--- src/pkg/uirb_consts.vh ---
// Constants for the USB indirect register bridge.
// Assumes it is included by bare name from the bridge design files.
`ifndef UIRB_CONSTS_VH
`define UIRB_CONSTS_VH

// SFR locations of the two bridge registers
`define UIRB_SFR_ADDR_CTRL 8'h96
`define UIRB_SFR_DATA 8'h97

// Field layout of the address/control register
`define UIRB_BUSY_BIT 7
`define UIRB_AUTO_BIT 6
`define UIRB_TADDR_MSB 5
`define UIRB_TADDR_LSB 0

// Reset values
`define UIRB_CTRL_RESET 8'h00
`define UIRB_DATA_RESET 8'h00
`define UIRB_TADDR_RESET 6'h00
`define UIRB_EPSEL_RESET 4'h0
`define UIRB_RDATA_IDLE 8'h00

// Endpoint select field of the index register
`define UIRB_EPSEL_MSB 3
`define UIRB_EPSEL_LSB 0

// Controller register map, 6-bit target addresses
`define UIRB_UA_FUNC_ADDR 6'h00
`define UIRB_UA_POWER 6'h01
`define UIRB_UA_IN_IRQ_FLAGS 6'h02
`define UIRB_UA_OUT_IRQ_FLAGS 6'h04
`define UIRB_UA_COMMON_IRQ_FLAGS 6'h06
`define UIRB_UA_IN_IRQ_ENABLES 6'h07
`define UIRB_UA_OUT_IRQ_ENABLES 6'h09
`define UIRB_UA_COMMON_IRQ_ENABLES 6'h0B
`define UIRB_UA_FRAME_LOW 6'h0C
`define UIRB_UA_FRAME_HIGH 6'h0D
`define UIRB_UA_EP_INDEX 6'h0E
`define UIRB_UA_CLOCK_RECOVERY 6'h0F
`define UIRB_UA_EP_IN_CS_LOW 6'h11
`define UIRB_UA_EP_IN_CS_HIGH 6'h12
`define UIRB_UA_EP_OUT_CS_LOW 6'h14
`define UIRB_UA_EP_OUT_CS_HIGH 6'h15
`define UIRB_UA_EP_ZERO_RX_COUNT 6'h16
`define UIRB_UA_EP_OUT_COUNT_HIGH 6'h17
`define UIRB_UA_EP_ENABLE 6'h1E
`define UIRB_UA_FIFO_FIRST 6'h20
`define UIRB_UA_FIFO_LAST 6'h23

`endif

--- src/rtl/uirb_bridge_pad.v ---
// Reserved.
`timescale 1ns/100ps
`default_nettype none
`default_nettype wire

--- src/rtl/uirb_addr_decode.v ---
// Target address decoder for the USB indirect register bridge.
// Assumes a 6-bit target address, pure combinational use.
`timescale 1ns/100ps
`default_nettype none
`include "uirb_consts.vh"

module uirb_addr_decode (
    input wire [5:0] taddr_in,
    output wire hit_out,
    output wire indexed_out,
    output wire index_sel_out
);

    // ==========================================================
    // Decode functions
    // ==========================================================
    function is_indexed;
        input [5:0] a;
        begin
            case (a)
                `UIRB_UA_EP_IN_CS_LOW, `UIRB_UA_EP_IN_CS_HIGH: is_indexed = 1'b1;
                `UIRB_UA_EP_OUT_CS_LOW, `UIRB_UA_EP_OUT_CS_HIGH: is_indexed = 1'b1;
                `UIRB_UA_EP_ZERO_RX_COUNT, `UIRB_UA_EP_OUT_COUNT_HIGH: is_indexed = 1'b1;
                default: is_indexed = 1'b0;
            endcase
        end
    endfunction

    function is_common;
        input [5:0] a;
        begin
            case (a)
                `UIRB_UA_IN_IRQ_FLAGS, `UIRB_UA_OUT_IRQ_FLAGS: is_common = 1'b1;
                `UIRB_UA_COMMON_IRQ_FLAGS: is_common = 1'b1;
                `UIRB_UA_IN_IRQ_ENABLES, `UIRB_UA_OUT_IRQ_ENABLES: is_common = 1'b1;
                `UIRB_UA_COMMON_IRQ_ENABLES: is_common = 1'b1;
                `UIRB_UA_FRAME_LOW, `UIRB_UA_FRAME_HIGH: is_common = 1'b1;
                `UIRB_UA_EP_INDEX: is_common = 1'b1;
                `UIRB_UA_CLOCK_RECOVERY: is_common = 1'b1;
                `UIRB_UA_FUNC_ADDR, `UIRB_UA_POWER, `UIRB_UA_EP_ENABLE: is_common = 1'b1;
                default: is_common = (a >= `UIRB_UA_FIFO_FIRST) && (a <= `UIRB_UA_FIFO_LAST);
            endcase
        end
    endfunction

    // ==========================================================
    // Outputs
    // ==========================================================
    assign indexed_out = is_indexed(taddr_in);
    assign hit_out = is_common(taddr_in) | is_indexed(taddr_in);
    assign index_sel_out = (taddr_in == `UIRB_UA_EP_INDEX);

endmodule
`default_nettype wire

--- src/rtl/uirb_bridge.v ---
// Indirect access bridge from the SFR bus into the USB controller registers.
// Assumes single-cycle SFR strobes and a controller port that acknowledges
// each held request with a one-cycle ack; USB clock kept running by software.
//
// Overview of operation
// - Busy reads 1 while access pending
// - Writing busy 1 starts fetch, clears after
// - One write loads address and starts read
// - Auto-read: data read relaunches same-address fetch
// - Six-bit field selects target controller register
// - Address field kept after indirect write
// - Interrupt flags at 0x02, 0x04, 0x06
// - Interrupt enables at 0x07, 0x09, 0x0B
// - Frame number bytes at 0x0C, 0x0D
// - Endpoint selection register at 0x0E
// - Clock recovery control at 0x0F
// - Indexed IN control/status at 0x11, 0x12
// - Indexed OUT control/status at 0x14, 0x15
// - Endpoint0 count 0x16, OUT count high 0x17
// - Indexed accesses use last selected endpoint
`timescale 1ns/100ps
`default_nettype none
`include "uirb_consts.vh"

module uirb_bridge (
    input wire clk_in,
    input wire rst_n_in,
    // SFR bus side
    input wire [7:0] sfr_addr_in,
    input wire sfr_wr_in,
    input wire sfr_rd_in,
    input wire [7:0] sfr_wdata_in,
    output wire sfr_hit_out,
    output wire [7:0] sfr_rdata_out,
    // Controller register file side
    output wire ureg_req_out,
    output wire ureg_we_out,
    output wire [5:0] ureg_addr_out,
    output wire [7:0] ureg_wdata_out,
    output wire ureg_indexed_out,
    output wire [3:0] ureg_ep_index_out,
    input wire [7:0] ureg_rdata_in,
    input wire ureg_ack_in
);

    // ==========================================================
    // States
    // ==========================================================
    localparam [2:0] ST_IDLE = 3'h1;
    localparam [2:0] ST_READ = 3'h2;
    localparam [2:0] ST_WRITE = 3'h4;

    // ==========================================================
    // Registers
    // ==========================================================
    reg [2:0] state_q;
    reg [2:0] state_d;
    reg auto_q;
    reg auto_d;
    reg [5:0] taddr_q;
    reg [5:0] taddr_d;
    reg [7:0] data_q;
    reg [7:0] data_d;
    reg [3:0] ep_index_q;
    reg [3:0] ep_index_d;
    reg [7:0] rdata_q;
    reg [7:0] rdata_d;
    reg indexed_q;
    reg indexed_d;

    // ==========================================================
    // SFR strobe decode
    // ==========================================================
    wire sel_ctrl;
    wire sel_data;
    wire wr_ctrl;
    wire wr_data;
    wire rd_data;
    wire idle;
    wire busy;
    wire [7:0] ctrl_view;
    wire [5:0] next_taddr;
    wire start_rd;
    wire start_wr;
    wire next_hit;
    wire next_indexed;
    wire next_is_index;

    assign sel_ctrl = (sfr_addr_in == `UIRB_SFR_ADDR_CTRL);
    assign sel_data = (sfr_addr_in == `UIRB_SFR_DATA);
    assign sfr_hit_out = sel_ctrl | sel_data;
    assign wr_ctrl = sfr_wr_in & sel_ctrl;
    assign wr_data = sfr_wr_in & sel_data;
    assign rd_data = sfr_rd_in & sel_data;

    assign idle = state_q[0];
    // Busy covers both directions so software sees one flag
    assign busy = ~idle;

    assign ctrl_view = {busy, auto_q, taddr_q};

    // Combined address-and-busy write fetches the new address
    assign next_taddr = wr_ctrl ?
        sfr_wdata_in[`UIRB_TADDR_MSB:`UIRB_TADDR_LSB] : taddr_q;

    // Requests arriving while busy are dropped, not queued
    assign start_rd = idle & ((wr_ctrl & sfr_wdata_in[`UIRB_BUSY_BIT])
        | (rd_data & auto_q));
    assign start_wr = idle & wr_data;

    // ==========================================================
    // Target decode
    // ==========================================================
    uirb_addr_decode u_decode (
        .taddr_in(next_taddr),
        .hit_out(next_hit),
        .indexed_out(next_indexed),
        .index_sel_out(next_is_index)
    );

    // ==========================================================
    // Next-state logic
    // ==========================================================
    always @* begin
        state_d = state_q;
        auto_d = auto_q;
        taddr_d = taddr_q;
        data_d = data_q;
        ep_index_d = ep_index_q;
        indexed_d = indexed_q;
        case (state_q)
            ST_IDLE: begin
                // Control writes only take effect while idle
                if (wr_ctrl) begin
                    auto_d = sfr_wdata_in[`UIRB_AUTO_BIT];
                    taddr_d = next_taddr;
                end
                indexed_d = next_indexed;
                if (start_rd) begin
                    if (next_hit) begin
                        state_d = ST_READ;
                    end else begin
                        // Unmapped targets read back as zero at once
                        data_d = `UIRB_RDATA_IDLE;
                    end
                end else if (start_wr) begin
                    data_d = sfr_wdata_in;
                    if (next_hit) begin
                        state_d = ST_WRITE;
                    end
                    if (next_hit & next_is_index) begin
                        ep_index_d = sfr_wdata_in[`UIRB_EPSEL_MSB:`UIRB_EPSEL_LSB];
                    end
                end
            end
            ST_READ: begin
                if (ureg_ack_in) begin
                    data_d = ureg_rdata_in;
                    state_d = ST_IDLE;
                end
            end
            ST_WRITE: begin
                // Target address left alone for repeated writes
                if (ureg_ack_in) begin
                    state_d = ST_IDLE;
                end
            end
            default: begin
                state_d = ST_IDLE;
            end
        endcase
    end

    // ==========================================================
    // SFR read data
    // ==========================================================
    always @* begin
        rdata_d = rdata_q;
        if (sfr_rd_in) begin
            if (sel_ctrl) begin
                rdata_d = ctrl_view;
            end else if (sel_data) begin
                // Invalid while busy; software must poll first
                rdata_d = data_q;
            end else begin
                rdata_d = `UIRB_RDATA_IDLE;
            end
        end
    end

    // ==========================================================
    // Reset values
    // ==========================================================
    // Auto-read field reset carved out of the whole-register reset value
    localparam [7:0] CTRL_RESET = `UIRB_CTRL_RESET;
    localparam [0:0] AUTO_RESET = CTRL_RESET[`UIRB_AUTO_BIT];
    localparam [0:0] INDEXED_RESET = 1'b0;

    // ==========================================================
    // Sequencer state
    // ==========================================================
    // One-hot, so busy is a single inverted bit
    always @(posedge clk_in) begin
        if (!rst_n_in) begin
            state_q <= ST_IDLE;
        end else begin
            state_q <= state_d;
        end
    end

    // ==========================================================
    // Auto-read flag
    // ==========================================================
    // Only a control write while idle may change it
    always @(posedge clk_in) begin
        if (!rst_n_in) begin
            auto_q <= AUTO_RESET;
        end else begin
            auto_q <= auto_d;
        end
    end

    // ==========================================================
    // Target address field
    // ==========================================================
    // Kept across data accesses for repeated transfers
    always @(posedge clk_in) begin
        if (!rst_n_in) begin
            taddr_q <= `UIRB_TADDR_RESET;
        end else begin
            taddr_q <= taddr_d;
        end
    end

    // ==========================================================
    // Data register
    // ==========================================================
    // Shared by fetched bytes and bytes awaiting write-out
    always @(posedge clk_in) begin
        if (!rst_n_in) begin
            data_q <= `UIRB_DATA_RESET;
        end else begin
            data_q <= data_d;
        end
    end

    // ==========================================================
    // Endpoint select copy
    // ==========================================================
    // Local copy so indexed targets need no extra fetch
    always @(posedge clk_in) begin
        if (!rst_n_in) begin
            ep_index_q <= `UIRB_EPSEL_RESET;
        end else begin
            ep_index_q <= ep_index_d;
        end
    end

    // ==========================================================
    // Indexed target flag
    // ==========================================================
    // Registered so the controller port sees no decode path
    always @(posedge clk_in) begin
        if (!rst_n_in) begin
            indexed_q <= INDEXED_RESET;
        end else begin
            indexed_q <= indexed_d;
        end
    end

    // ==========================================================
    // Read data register
    // ==========================================================
    // Holds the last served byte until the next read strobe
    always @(posedge clk_in) begin
        if (!rst_n_in) begin
            rdata_q <= `UIRB_RDATA_IDLE;
        end else begin
            rdata_q <= rdata_d;
        end
    end

    // ==========================================================
    // Controller port
    // ==========================================================
    // Request held as a level until the controller acknowledges
    assign ureg_req_out = ~idle;
    assign ureg_we_out = state_q[2];
    assign ureg_addr_out = taddr_q;
    assign ureg_wdata_out = data_q;
    assign ureg_indexed_out = indexed_q;
    // Index follows a write to the selection register at once
    assign ureg_ep_index_out = ep_index_q;
    assign sfr_rdata_out = rdata_q;

endmodule
`default_nettype wire

--- config.mk ---
export PLATFORM = sky130hd
export DESIGN_NAME = uirb_bridge
export DESIGN_NICKNAME = d
export VERILOG_FILES = /design/src/rtl/uirb_bridge_pad.v /design/src/rtl/uirb_addr_decode.v /design/src/rtl/uirb_bridge.v
export VERILOG_INCLUDE_DIRS = /design/src /design/src/pkg
export SDC_FILE = /design/constraint.sdc
export NUM_CORES = 1
export LEC_CHECK = 0
export BUFFER_PORTS_ARGS = -buffer_cell sky130_fd_sc_hd__buf_2
export CAP_MARGIN = 25
export CELL_PAD_IN_SITES_DETAIL_PLACEMENT = 0
export CELL_PAD_IN_SITES_GLOBAL_PLACEMENT = 1
export CORE_MARGIN = 2
export CORE_UTILIZATION = 30
export DETAILED_ROUTE_END_ITERATION = 10
export GPL_ROUTABILITY_DRIVEN = 0
export PLACE_DENSITY_LB_ADDON = 0.1
export SLEW_MARGIN = 20
export SYNTH_ARGS = -nofsm -noshare
export SYNTH_HDL_FRONTEND = slang
export SYNTH_SLANG_ARGS = --single-unit
--- constraint.sdc ---
create_clock -name clk_in -period 5.3 [get_ports clk_in]
set_input_delay 1.06 -clock clk_in [delete_from_list [all_inputs] [get_ports clk_in]]
set_output_delay 1.06 -clock clk_in [all_outputs]
set_load 0.01 [all_outputs]
Yosys cells after proc, flatten, opt, wreduce, memory -nomap -nowiden
Index checks and enable logic that the tools add are counted.
{"block": "op_classes", "order_cmp": 2, "mux": 16, "reduce_logical": 10, "eq_ne": 28, "bitwise": 13}
{"operator": "8-bit two-way mux", "count": 6}
{"operator": "6-bit by 5-bit equality test with 1-bit output (second input constant)", "count": 7}
{"operator": "6-bit by 4-bit equality test with 1-bit output (second input constant)", "count": 6}
{"operator": "6-bit by 3-bit equality test with 1-bit output (second input constant)", "count": 3}
{"operator": "8-bit equality test (second input constant)", "count": 2}
{"operator": "8-bit case mux with 2 select lines", "count": 1}
{"operator": "3-bit two-way mux", "count": 5}
{"operator": "13-bit OR reduction", "count": 1}
{"operator": "1-bit AND", "count": 8}
{"operator": "4-bit AND reduction", "count": 2}
{"operator": "6-bit by 1-bit equality test with 1-bit output (second input constant)", "count": 1}
{"operator": "6-bit by 2-bit equality test with 1-bit output (second input constant)", "count": 1}
{"operator": "6-bit >= comparator (second input constant)", "count": 1}
{"operator": "6-bit <= comparator (second input constant)", "count": 1}
{"operator": "6-bit zero test", "count": 1}
{"operator": "6-bit two-way mux", "count": 1}
{"operator": "3-bit inequality test (second input constant)", "count": 2}
{"operator": "3-bit case mux with 2 select lines", "count": 1}
{"operator": "6-bit OR reduction", "count": 1}
{"operator": "2-bit inequality test (second input constant)", "count": 2}
{"operator": "3-bit by 1-bit equality test with 1-bit output (second input constant)", "count": 1}
{"operator": "3-bit by 2-bit equality test with 1-bit output (second input constant)", "count": 1}
{"operator": "3-bit equality test (second input constant)", "count": 1}
{"operator": "1-bit OR", "count": 3}
{"operator": "8 further kinds", "count": 10}
{"block": "totals", "out_inout_bits": 30, "regBits": 31}

Logic depth before layout (Yosys ltp)
{"block": "depth", "ltp_word": 11, "ltp_mapped": 8, "ltp_nobuf": 7}

Hierarchy
Synthesis repeated with hierarchy kept, for this count alone.
{"block": "hier_totals", "hier_cells": 191, "hier_area_um2": 1679.1}
{"mod": "uirb_bridge", "n_inst": 1, "cells_each": 174, "area_each_um2": 1572.8}
{"mod": "uirb_addr_decode", "n_inst": 1, "cells_each": 17, "area_each_um2": 106.4}

Worst setup path before layout
OpenSTA, ideal clock, no wires.
{"block": "synth_path", "path_type": "input to output", "start": "input sfr_addr_in[6]", "end": "output sfr_hit_out", "cell_stages": 3, "n_path_buf": 1, "t_arrival_ns": 1.910, "setup_slack_ns": 2.330, "cell_sequence": "nand4b_1 nor4b_4 clkbuf_1"}
{"block": "synth_between", "elab_chain_len": 2, "word_cells_on_any_way": 3}
{"item": "start: declaration", "line_no": "uirb_bridge.v:29", "rtl": "input wire [7:0] sfr_addr_in,"}
{"item": "8-bit equality test (no line)"}
{"item": "1-bit OR (*)", "line_no": "uirb_bridge.v:91", "rtl": "assign sfr_hit_out = sel_ctrl | sel_data;"}
{"item": "end: declaration", "line_no": "uirb_bridge.v:33", "rtl": "output wire sfr_hit_out,"}
Every way passes the cells marked *; elsewhere a longest branch is shown, timed or not.

Final worst setup path
Ends and elaborated chain as after synthesis.

==> results.md <==
Logic synthesis:
- The fraction of registers with async set or reset after synthesis is 0%.
- Each instance of the synthesized netlist takes up on average 8.83 um2.
- The flop and latch count out of synthesis is 31.
- After synthesis, the largest area contributor takes up 33.5% of total cell area.
- The post-synthesis instance area is 1850 um2.
- The number of unique standard cell types used by synthesis is 50.
- For this run, the leading register cell type out of synthesis is dfxtp_1.
- After technology mapping, the gate count stands at 210.
- The Yosys warning count is 0.
- The dominant cell type by area after synthesis is dfxtp_1.
- The number of flops mapped to enable cells by yosys is 0.
- The synthesized net count is 239.
- Sorting the synthesized cells by area gives the leading types as dfxtp_1, mux2_1, mux2i_1.
- Sequential elements use 33.5% of the synthesized area.

Job:
- The max-cap violation count is 0.

Clock network:
- The root buffer selected by CTS is clkbuf_8.
- The clock sink count is 31.
- The clock transition at the registers of the reported paths is 0.07 ns.
- The number of cells upsized or downsized after cts is 0.
- The total clock buffers created by CTS is 5.
- The count of H-tree levels built during CTS is 2.
- The CTS tree is done.
- The later-pin clock latency in the skew report is 0.28 ns.
- In this run the post-CTS setup repair buffer count came out at 0.
- After clock tree synthesis, the flow added hold-fix buffers numbering 0.
- In this run the deepest clock path goes through 2 buffers.

GRT:
- Entering global routing, the biggest net connects 33 pins.
- In the global route stage, overall resource usage came out at 15.8%.
- The number of global-route vias before repair is 1,591.
- The first global-routing pass estimated 7980 um of wire.
- The number of antenna violations at the first check in global routing is 0.
- The total congestion overflow after global routing is 0.

Worst setup path:
- Along the worst path, the maximum fanout reaches 14.
- In this run the worst setup path terminates at sfr_hit_out.
- Counting stages on the worst path, the most repeated cell is buf_2.
- The critical path's largest stage delay is 0.71 ns.
- The critical path data required time is 4.24 ns.
- The critical path launch point type is an input pin.
- Traced cell by cell, the critical path runs through buf_2, nand4b_1, nor4b_4, buf_2.
- The endpoint kind of the worst setup timing path is a primary output.
- STA puts the critical path data arrival time at 2.33 ns.
- The slowest stage of the critical path belongs to the cell nor4b_4.
- In this run the worst setup path begins at sfr_addr_in[6].
- The beginning of the worst register-to-register path is state_q[0].
- The number of cell instances on the worst register-to-register path is 7.
- The critical path start-end classification is input pin to primary output.
- The endpoint of the worst register-to-register path is ureg_wdata_out[2].
- In this run the register-to-register setup slack is 3.01 ns.

STA:
- Setup repair after global routing left no endpoint under its margin.
- The smallest clock period supported by the final layout is computed as 3.39 ns.
- The number of max-slew violations in the final report came to 0.
- The period utilization is 64.0%.
- On the final layout, the worst clock skew is 0.00211 ns.
- Setup violations remaining at the end of the flow were counted as 0.
- Summed over all failing endpoints, the final setup total negative slack is 0 ns.
- The count of final hold-check violations came to 0.
- The achievable clock frequency is 295 MHz.
- The slew of the pin with the lowest slew margin is 0.811 ns.
- The worst pin sits at a relative slew slack of 45.7%.

Detailed routing:
- In this run the remaining antenna-violating nets after routing total 0.
- The routed length per instance is 14.8 um.
- The total wire length is 5020 um.
- The mean number of vias per cell is 4.99.
- The count of vias placed by the detailed router is 1,692.
- The remaining routing DRC violations is 0.
- The first detailed-routing pass took 4 iterations.
- The number of DRC markers in iteration 0 is 50.

Die:
- The number of I/O pins is 59.
- The die covers 6830 um2.
- The floorplan step defined a core boundary enclosing 5960 um2.
- Once the floorplan was initialized, standard cells occupied 31.1% of the core.
- Row generation in the floorplan step produced 28 rows.
- The die is 82.6 um tall.
- The floorplan step set the die width to 82.6 um.

Placement:
- The quantity of I/O buffers inserted on ports is 58.
- In this run the cell area measured after placement is 2170 um2.
- The placed wire-length estimate after detailed placement is 3710 um.

Layout:
- The total of fill cells in the finished design is 658.
- In the layout the commonest cells are buf_2, nand2_1, dfxtp_1.
- The layout overhead on the synthesized area is 23.5%.
- At the end of the flow, the number of nets in the layout was 292.
- The most common library cell in the layout ignoring fill and taps is buf_2.
- The finished cells cover 2290 um2.
- Of the cells placed in the final design, the portion with a size suffix greater than 1 is 29.9%.
- 0 antenna diodes ended up in the layout.

Power and ir drop:
- The leakage component of the power is 1.07 nW.
- VDD sags by at most 123 uV.
- The total power after layout is 514 uW.
- Power spread over the standard cell area amounts to 224 nW/um2.

Run status:
- The run finished with clean final reports.

Min path:
- The classification of the worst-slack hold path is flip-flop to flip-flop.
## worst min path at each step
stage               cells after the start        startpoint  slack (ns)               end
finish                                  2  sfr_rdata_out[7]        0.46  sfr_rdata_out[7]
global route                            2  sfr_rdata_out[5]        0.50  sfr_rdata_out[5]
CTS                                     2  sfr_rdata_out[4]        0.47  sfr_rdata_out[4]
detailed placement                      2  sfr_rdata_out[4]        0.46  sfr_rdata_out[4]
global placement                        2  sfr_rdata_out[2]        0.46  sfr_rdata_out[2]
floorplan                               2  sfr_rdata_out[0]        0.49  sfr_rdata_out[0]
## cell families (layout without fill, tap and decap cells)
kind of cell    Yosys count  count (layout)  synth area share (%)
buf+inv                  17              71                  4.72
mux                      26              26                  14.9
compound gates           43              43                  18.0
simple gates             91              91                  27.9
flops                    31              31                  33.5
xor+xnor                  2               2                 0.945
## per-layer routing
layer / wire length, um / global-route usage [%] / share of wire (%) / vias to the layer above
met5: 0 / 0 / 0 / -
met4: 61 / 5.41 / 1.2 / 0
met3: 245 / 3.37 / 4.9 / 5
met2: 2300 / 25.5 / 46 / 45
met1: 2410 / 21.0 / 48 / 781
li1: - / - / - / 861
## stage by stage
| step | hold slack, ns | std cells | util, % | setup slack (ns) |
|---|---|---|---|---|
| 2_1_floorplan | 0.489 | 210 | - | 2.33 |
| 3_3_place_gp | 0.458 | 331 | 36.5 | 1.94 |
| 3_5_place_dp | 0.459 | 331 | 36.5 | 1.88 |
| 4_1_cts | 0.469 | 339 | 38.5 | 1.93 |
| 5_1_grt | 0.499 | 339 | 38.5 | 1.80 |
| 6_report | 0.464 | 339 | 38.5 | 1.91 |
## cell type report
cell class,instances,area (um2),share of cell area [%]
inverters,4,15.0,0.655
flip-flops and latches,31,621,27.1
well taps,75,93.8,4.10
clock buffers,6,82.6,3.60
clock inverters,2,35.0,1.53
multi-input cells,162,1150,50.0
repair buffers,59,298,13.0
## synthesized netlist by cell type (all sizes together), types with 2 or more instances
library cell   n
nand2b         8
inv            4
dfxtp         31
o21ai          8
o21a           2
nand3b         4
a31oi          4
mux2          13
mux2i         13
nor2b          8
nor4           2
nor2           2
a21oi          2
nand2         31
buf            5
a21boi        15
nand3         18
nor4b          2
nor3           6
xor2           2
o211ai         3
nor3b          2
a21o           3
clkbuf         7
## where the power goes
group | internal, mW | switching [mW] | total [mW]
registers | 0.233 | 0.000273 | 0.233
logic | 0.0178 | 0.0227 | 0.0405
clock network | 0.152 | 0.0884 | 0.240
total | 0.403 | 0.111 | 0.514
## flip-flops by register name, indices dropped and copies added, names as in the netlist
| register | flops |
|---|---|
| ureg_addr_out | 6 |
| sfr_rdata_out | 8 |
| auto_q | 1 |
| ureg_ep_index_out | 4 |
| ureg_wdata_out | 8 |
| state_q | 3 |
| ureg_indexed_out | 1 |
## worst max-delay path, delay by kind of cell
family,cells,cell delay (ns)
buffers and inverters,2,0.35
and+or+nand+nor,2,0.91
No activity file was read; power rests on OpenSTA's default activity.
